<file path="config.mk">
export PLATFORM = sky130hd
export DESIGN_NAME = cid_top
export DESIGN_NICKNAME = d
export VERILOG_FILES = /design/src/core/cid_pkg.sv /design/src/core/cid_top.sv
export VERILOG_INCLUDE_DIRS = /design/src /design/src/core
export SDC_FILE = /design/constraint.sdc
export NUM_CORES = 2
export LEC_CHECK = 0
export ABC_AREA = 0
export BUFFER_PORTS_ARGS = -buffer_cell sky130_fd_sc_hd__buf_4
export CAP_MARGIN = 40
export CELL_PAD_IN_SITES_DETAIL_PLACEMENT = 1
export CELL_PAD_IN_SITES_GLOBAL_PLACEMENT = 2
export CORE_ASPECT_RATIO = 1.2
export CORE_MARGIN = 1
export CORE_UTILIZATION = 35
export DETAILED_ROUTE_END_ITERATION = 12
export PLACE_DENSITY = 0.86
export SLEW_MARGIN = 0
export SYNTH_ARGS = -nofsm -noshare
export SYNTH_HDL_FRONTEND = slang
export SYNTH_SLANG_ARGS = --single-unit
</file>
<file path="constraint.sdc">
create_clock -name clk_sys_in -period 24.7 [get_ports clk_sys_in]
set_input_delay 1.235 -clock clk_sys_in [delete_from_list [all_inputs] [get_ports clk_sys_in]]
set_output_delay 1.235 -clock clk_sys_in [all_outputs]
set_load 0.01 [all_outputs]
</file>
<file path="src/core/cid_defs.svh">
// Constants for the contact input debounce and time-stamp block.
`ifndef CID_DEFS_SVH
`define CID_DEFS_SVH
// Clock rate in MHz; one microsecond is this many cycles.
`define CID_CLK_MHZ 200
// Scan period in microseconds.
`define CID_TICK_US 500
// Scan period in clock cycles, derived from the two figures above.
`define CID_TICK_CYC (`CID_TICK_US * `CID_CLK_MHZ)
// Clock cycles in one microsecond of the time-stamp counter.
`define CID_US_CYC (1 * `CID_CLK_MHZ)
// Protection passes in each power-system cycle, as a shift.
`define CID_PASS_SHIFT 3
// Register byte offsets.
`define CID_REG_EVT_EN 8'h00
`define CID_REG_SETTLE 8'h04
`define CID_REG_CYCLE 8'h08
`define CID_REG_STATE 8'h0c
`define CID_REG_TIME 8'h10
`define CID_REG_THR0 8'h20
// Reset values.
`define CID_SETTLE_RST 8'h05
`define CID_CYCLE_RST 24'h32dcd5
`define CID_THR_RST 8'h11
`endif

</file>
<file path="src/core/cid_pkg.sv">
// Types shared by the contact input debounce and time-stamp block.
package cid_pkg;
    // One validated change of one input, handed to the event recorder.
    typedef struct packed {
        logic valid;
        logic state;
        logic [31:0] stamp;
    } cid_event_t;
    // Wishbone request from the master.
    typedef struct packed {
        logic cyc;
        logic stb;
        logic we;
        logic [7:0] adr;
        logic [3:0] sel;
        logic [31:0] dat;
    } cid_wb_req_t;
    // Wishbone answer from the slave.
    typedef struct packed {
        logic ack;
        logic [31:0] dat;
    } cid_wb_rsp_t;
endpackage : cid_pkg

</file>
<file path="src/core/cid_top.sv">
// Contact input scanner with debounce, time stamps and pass-aligned operands.
`timescale 1ns/1ps
`include "cid_defs.svh"
module cid_top #(
    parameter int NUM_IN = 8,
    parameter int TICK_CYC = `CID_TICK_CYC
) (
    input wire logic clk_sys_in,
    input wire logic reset_n_in,
    input wire cid_pkg::cid_wb_req_t wb_req_in,
    output cid_pkg::cid_wb_rsp_t wb_rsp_out,
    input wire logic [NUM_IN-1:0][7:0] volt_in,
    output logic [NUM_IN-1:0] input_closed_operand_out,
    output logic [NUM_IN-1:0] input_open_operand_out,
    output logic pass_start_out,
    output cid_pkg::cid_event_t [NUM_IN-1:0] event_out
);
    import cid_pkg::*;

    localparam int NGRP = NUM_IN / 4;

    // Refuse sizes the group and register layout cannot carry.
    if (NUM_IN < 4 || NUM_IN > 32 || NUM_IN % 4 != 0 || TICK_CYC < 2) begin
        $error("cid_top: NUM_IN must be 4..32 in fours, TICK_CYC >= 2");
    end

    // Two-stage reset release; the rest of the block uses rst_n.
    logic rst_meta_n;
    logic rst_n;
    always_ff @(posedge clk_sys_in or negedge reset_n_in) begin
        if (!reset_n_in) begin
            rst_meta_n <= 1'b0;
            rst_n <= 1'b0;
        end else begin
            rst_meta_n <= 1'b1;
            rst_n <= rst_meta_n;
        end
    end

    // Software settings.
    logic [31:0] evt_en;
    logic [7:0] settle;
    logic [23:0] cyc_len;
    logic [NGRP-1:0][7:0] thr;
    logic ack;
    logic [31:0] rdat;
    logic [31:0] next_evt_en;
    logic [7:0] next_settle;
    logic [23:0] next_cyc_len;
    logic [NGRP-1:0][7:0] next_thr;
    logic next_ack;
    logic [31:0] next_rdat;
    // Time base and scheduler state.
    logic [31:0] tick_cnt;
    logic tick;
    logic [7:0] us_pre;
    logic [31:0] now_us;
    logic [23:0] pass_cnt;
    logic [23:0] pass_len;
    logic [31:0] next_tick_cnt;
    logic [7:0] next_us_pre;
    logic [31:0] next_now_us;
    logic [23:0] next_pass_cnt;
    // Validated states and their pass-aligned copies.
    logic [NUM_IN-1:0] valid_st;
    logic [NUM_IN-1:0] opnd;
    logic [NUM_IN-1:0] next_opnd;

    // Wishbone register file: decode, write, one-cycle registered answer.
    always_comb begin
        next_evt_en = evt_en;
        next_settle = settle;
        next_cyc_len = cyc_len;
        next_thr = thr;
        next_ack = wb_req_in.cyc && wb_req_in.stb && !ack;
        next_rdat = 32'h0;
        if (next_ack && wb_req_in.we) begin
            // Writes take byte enables; narrow fields use their low lanes.
            for (int b = 0; b < 4; b++) begin
                if (wb_req_in.sel[b] && wb_req_in.adr == `CID_REG_EVT_EN) begin
                    next_evt_en[b*8 +: 8] = wb_req_in.dat[b*8 +: 8];
                end
                if (wb_req_in.sel[b] && wb_req_in.adr == `CID_REG_CYCLE
                        && b < 3) begin
                    next_cyc_len[b*8 +: 8] = wb_req_in.dat[b*8 +: 8];
                end
            end
            if (wb_req_in.sel[0] && wb_req_in.adr == `CID_REG_SETTLE) begin
                next_settle = wb_req_in.dat[7:0];
            end
            for (int g = 0; g < NGRP; g++) begin
                if (wb_req_in.sel[0] && wb_req_in.adr ==
                        8'(`CID_REG_THR0 + 4 * g)) begin
                    next_thr[g] = wb_req_in.dat[7:0];
                end
            end
        end else if (next_ack) begin
            // Reads; unmapped addresses answer with zero.
            unique case (wb_req_in.adr)
                `CID_REG_EVT_EN: next_rdat = evt_en;
                `CID_REG_SETTLE: next_rdat = {24'h0, settle};
                `CID_REG_CYCLE: next_rdat = {8'h0, cyc_len};
                `CID_REG_STATE: next_rdat = 32'(valid_st);
                `CID_REG_TIME: next_rdat = now_us;
                default: begin
                    for (int g = 0; g < NGRP; g++) begin
                        if (wb_req_in.adr == 8'(`CID_REG_THR0 + 4 * g)) begin
                            next_rdat = {24'h0, thr[g]};
                        end
                    end
                end
            endcase
        end
    end

    // Register the settings and the bus answer.
    always_ff @(posedge clk_sys_in or negedge rst_n) begin
        if (!rst_n) begin
            evt_en <= 32'h0;
            settle <= `CID_SETTLE_RST;
            cyc_len <= `CID_CYCLE_RST;
            thr <= {NGRP{`CID_THR_RST}};
            ack <= 1'b0;
            rdat <= 32'h0;
        end else begin
            evt_en <= next_evt_en;
            settle <= next_settle;
            cyc_len <= next_cyc_len;
            thr <= next_thr;
            ack <= next_ack;
            rdat <= next_rdat;
        end
    end
    assign wb_rsp_out = '{ack: ack, dat: rdat};

    // Scan tick, microsecond clock and protection pass pacing.
    assign tick = (tick_cnt == 32'(TICK_CYC - 1));
    assign pass_len = cyc_len >> `CID_PASS_SHIFT;
    always_comb begin
        next_tick_cnt = tick ? 32'h0 : tick_cnt + 32'h1;
        next_us_pre = us_pre + 8'h1;
        next_now_us = now_us;
        if (us_pre == 8'(`CID_US_CYC - 1)) begin
            next_us_pre = 8'h0;
            next_now_us = now_us + 32'h1;
        end
        // A pass length below two cycles is held at two.
        next_pass_cnt = pass_cnt + 24'h1;
        if (pass_cnt + 24'h1 >= pass_len && pass_cnt >= 24'h1) begin
            next_pass_cnt = 24'h0;
        end
        // Operands change only as a pass begins.
        next_opnd = (pass_cnt == 24'h0) ? valid_st : opnd;
    end

    // Register the time base and the operands.
    always_ff @(posedge clk_sys_in or negedge rst_n) begin
        if (!rst_n) begin
            tick_cnt <= 32'h0;
            us_pre <= 8'h0;
            now_us <= 32'h0;
            pass_cnt <= 24'h1;
            opnd <= '0;
        end else begin
            tick_cnt <= next_tick_cnt;
            us_pre <= next_us_pre;
            now_us <= next_now_us;
            pass_cnt <= next_pass_cnt;
            opnd <= next_opnd;
        end
    end
    assign pass_start_out = (pass_cnt == 24'h0);
    assign input_closed_operand_out = opnd;
    assign input_open_operand_out = ~opnd;

    // One debounce channel per input; both directions share the code.
    for (genvar i = 0; i < NUM_IN; i++) begin : g_in
        logic lvl;
        logic cand;
        logic [8:0] cnt;
        logic [31:0] stamp;
        cid_event_t evt;
        logic next_cand;
        logic [8:0] next_cnt;
        logic [31:0] next_stamp;
        logic next_valid;
        cid_event_t next_evt;
        logic vst; // This channel's validated state, one driver per bit.
        // Closed when the voltage reaches the group threshold.
        assign lvl = (volt_in[i] >= thr[i/4]);
        assign valid_st[i] = vst;
        // Track the candidate run and validate it once long enough.
        always_comb begin
            next_cand = cand;
            next_cnt = cnt;
            next_stamp = stamp;
            next_valid = valid_st[i];
            next_evt = '0;
            if (tick) begin
                if (lvl == valid_st[i]) begin
                    // Excursion ended early: drop the run.
                    next_cand = lvl;
                    next_cnt = 9'h0;
                end else if (lvl != cand || cnt == 9'h0) begin
                    // First sample of a new run stamps the time.
                    next_cand = lvl;
                    next_cnt = 9'h1;
                    next_stamp = now_us;
                end else begin
                    next_cnt = cnt + 9'h1;
                end
                if (lvl != valid_st[i] && next_cnt > {1'b0, settle}) begin
                    // Run is long enough: same test either way.
                    next_valid = lvl;
                    next_cnt = 9'h0;
                    next_evt.valid = evt_en[i];
                    next_evt.state = lvl;
                    next_evt.stamp = next_stamp;
                end
            end
        end

        // Register the channel; reset clears every count.
        always_ff @(posedge clk_sys_in or negedge rst_n) begin
            if (!rst_n) begin
                cand <= 1'b0;
                cnt <= 9'h0;
                stamp <= 32'h0;
                vst <= 1'b0;
                evt <= '0;
            end else begin
                cand <= next_cand;
                cnt <= next_cnt;
                stamp <= next_stamp;
                vst <= next_valid;
                evt <= next_evt;
            end
        end
        assign event_out[i] = evt;
    end

    // Helper count of cycles since the last scan tick.
    logic [31:0] gap;
    always_ff @(posedge clk_sys_in or negedge rst_n) begin
        if (!rst_n) begin
            gap <= 32'h0;
        end else begin
            gap <= tick ? 32'h0 : gap + 32'h1;
        end
    end
endmodule : cid_top

</file>
==> impl_metrics.toml <==
[yosys]
yosys_warnings = 0
ys_ff_latch = 835
ys_seq_area_frac = 0.528
synth_edf_count = 0
syn_inst = 3563
synth_area_mm2 = 0.0396
avgSynthCellArea_um2 = 11.1
ys.flop_type = "dfrtp_1"
async_flop_share = 1.00
synth_cell_types = 77

[pwr]
p_leak_nw = 23.6
p_seq_frac = 0.459
p_int_mw = 2.32
vdd_drop_max_mv = 0.0528
power_mw = 3.00
p_per_area_mw_per_mm2 = 61.9
power_frac_comb = 0.042
clock_power_share = 0.500
switching_share = 0.229
power_switching_mw = 0.687

[layout]
final_nets = 4232
utilization = 0.434
stdcell_count = 5518
fin_area_mm2 = 0.0485
drive_above_1_share = 0.251
synthToLayoutAreaGrowth_pct = 22.4

[die]
fp-row-count = 134
die_area_mm2 = 0.115
ioPinCount = 435
initial_utilization = 0.355
core_mm2 = 0.112
die_y_um = 370
die_x_um = 309

[placement]
placed_area_mm2 = 0.0452
dp_slack_ns = 18.74
dpl.hpwl_mm = 91.1
dp_cells = 5352
gp_congestion = 0.831
io_buffers = 434

[clock_network]
htreeDepth = 3
clock_latency_ns = 0.69
ctsRootBufferMaster = "clkbuf_16"
clk_pin_slew_ns = 0.06
cts_hold_buf = 0
cts_max_path_buffers = 3
cts_setup_buffers = 0
numCtsBuffers = 89
cts_tree = "built"
post_cts_resized = 0
cts_sinks = 835

[setup_path]
end_kind = "flip-flop"
crit_arrival_ns = 5.98
cp_max_fo = 33
worstSetupPathType = "reg -> reg"
cp-start-kind = "flip-flop"
crit_required_ns = 25.24

[routing]
first_iter_violations = 1607
wl_mm = 132
route.vias.total = 29100
ant_nets = 0
drc = 0
first_pass_iters = 7
wire_per_inst_um = 23.9
via_per_inst = 5.26

[run_status]
status = "completed"

[hold_path]
min_path_type = "reg -> async"

[global_routing]
grt_pass1_wl_mm = 200
gr-total-overflow = 0
grt_max_degree = 176
grt_usage = 0.232
grt_pass1_vias = 31700
grt_antenna_before_repair = 3

[flow_run]
cap_violations = 0

[sta]
fin_hold_ws_ns = 0.229
finalSetupTns_ns = 0
slew_violations = 0
fin_worst_skew_ns = 0.0321
finalHoldViolCount = 0
fin_crit_sh = 0.220
timing.slew.headroom = 0.338
rsz0062_at_grt = "no"
tightestPinTransition_ns = 0.992
setup_viol = 0
worst_slack_ns = 19.26
max_freq_mhz = 184
period_needed_ns = 5.44
-- worst max-delay path, stage by stage, from the launching register on --
cell and delay (ns):
dfstp_2 0.73, ha_1 0.29, nand2b_1 0.14, a2111oi_0 0.41
o311ai_1 0.29, nand2_1 0.37, mux2i_1 0.49, buf_4 0.26
nor2_1 0.07, ha_1 0.29, a21oi_1 0.15, o21ai_0 0.14
a221oi_1 0.32, a41o_1 0.21, inv_1 0.16, o211ai_1 0.29
buf_4 0.52, nor2_1 0.11
-- flip-flops by register name (all words and copies together), names as in the netlist --
name                      cells
ack                           1
rst_meta_n                    1
now_us                       32
rdat                         32
thr                          16
pass_cnt                     24
rst_n                         1
evt_en                       32
tick_cnt                     32
settle                        8
us_pre                        8
input_closed_operand_out      8
g_in.cnt                     72
event_out                   272
g_in.cand                     8
g_in.vst                      8
cyc_len                      24
g_in.stamp                  256
-- power groups by stage --
stage	clock (mW)	sequential (mW)	combinational (mW)
2_1_floorplan	0	1.42	0.0526
3_3_place_gp	0	1.40	0.120
3_5_place_dp	0	1.40	0.127
4_1_cts	1.53	1.38	0.128
5_1_grt	1.58	1.38	0.138
6_report	1.50	1.38	0.125
-- routing by layer --
layer / wire (µm) / track usage
met5: 0 / 0
met4: 4320 / 0.0827
met3: 5140 / 0.0330
met2: 68100 / 0.414
met1: 54400 / 0.283
-- cells in the mapped netlist (28+ instances only) --
cell | n | area, µm²
o21ai_0 | 116 | 581
xor2_1 | 39 | 342
dfrtp_1 | 815 | 20400
nand2b_1 | 32 | 200
xnor2_1 | 80 | 701
clkbuf_1 | 164 | 616
nand2_1 | 194 | 728
buf_2 | 40 | 200
ha_1 | 171 | 2140
mux2_1 | 39 | 439
nor2_1 | 435 | 1630
mux2_2 | 273 | 3070
nor4_1 | 28 | 175
mux2i_1 | 281 | 2810
nand4_1 | 31 | 194
a21oi_1 | 127 | 636
nand3_1 | 101 | 505
inv_1 | 143 | 537
and3_1 | 44 | 275
nor3_1 | 28 | 140
-- placed cells by master (no fill, tap or decap), types with 21 or more instances in the layout --
cell type and instances:
buf_16 21, o21ai_0 116, nand2_1 194, nor3_1 27
and2_1 22, mux2_1 39, nor2_1 434, clkbuf_16 91
nand3_1 98, nand4_1 31, nor4_1 27, xnor2_1 80
nand2b_1 31, inv_1 143, mux2i_1 278, buf_4 479
dfrtp_1 814, mux2_2 273, xor2_1 39, a21oi_1 126
ha_1 171, and3_1 44
-- worst paths after layout --
kind                             from        endpoint  slack, ns  depth (start not counted)
max                            thr[8]  event_out[222]      19.26                         17
min                             rst_n   event_out[24]       0.23                          0
max reg2reg                    thr[8]  event_out[222]      19.26                         17
min reg2reg                     rst_n   event_out[24]       0.23                          0
max in group asynchronous       rst_n    tick_cnt[23]      22.19                          3
min in group clk_sys_in    rst_meta_n           rst_n       0.35                          0
-- kinds of logic after synthesis --
logic type / after synthesis / synth area share
AND/OR/NAND/NOR: 1030 / 0.122
AO/OA/AOI/OAI: 447 / 0.0728
multiplexers: 593 / 0.160
XOR/XNOR: 119 / 0.0263
other: 2 / 0.000190
flip-flops: 835 / 0.528
buffers and inverters: 366 / 0.0366
adder cells (fa/ha/maj): 171 / 0.0540
-- layout make-up --
cell class / count / area, µm²
Antenna cell: 1 / 2.50
Clock inverter: 46 / 731
Inverter: 143 / 537
Fill cell: 12100 / 63200
Tap cell: 1496 / 1870
Clock buffer: 118 / 2540
Multi-Input combinational cell: 2364 / 17400
Sequential cell: 835 / 20900
Timing Repair Buffer: 515 / 4430
(Power assumes the default switching activity.)
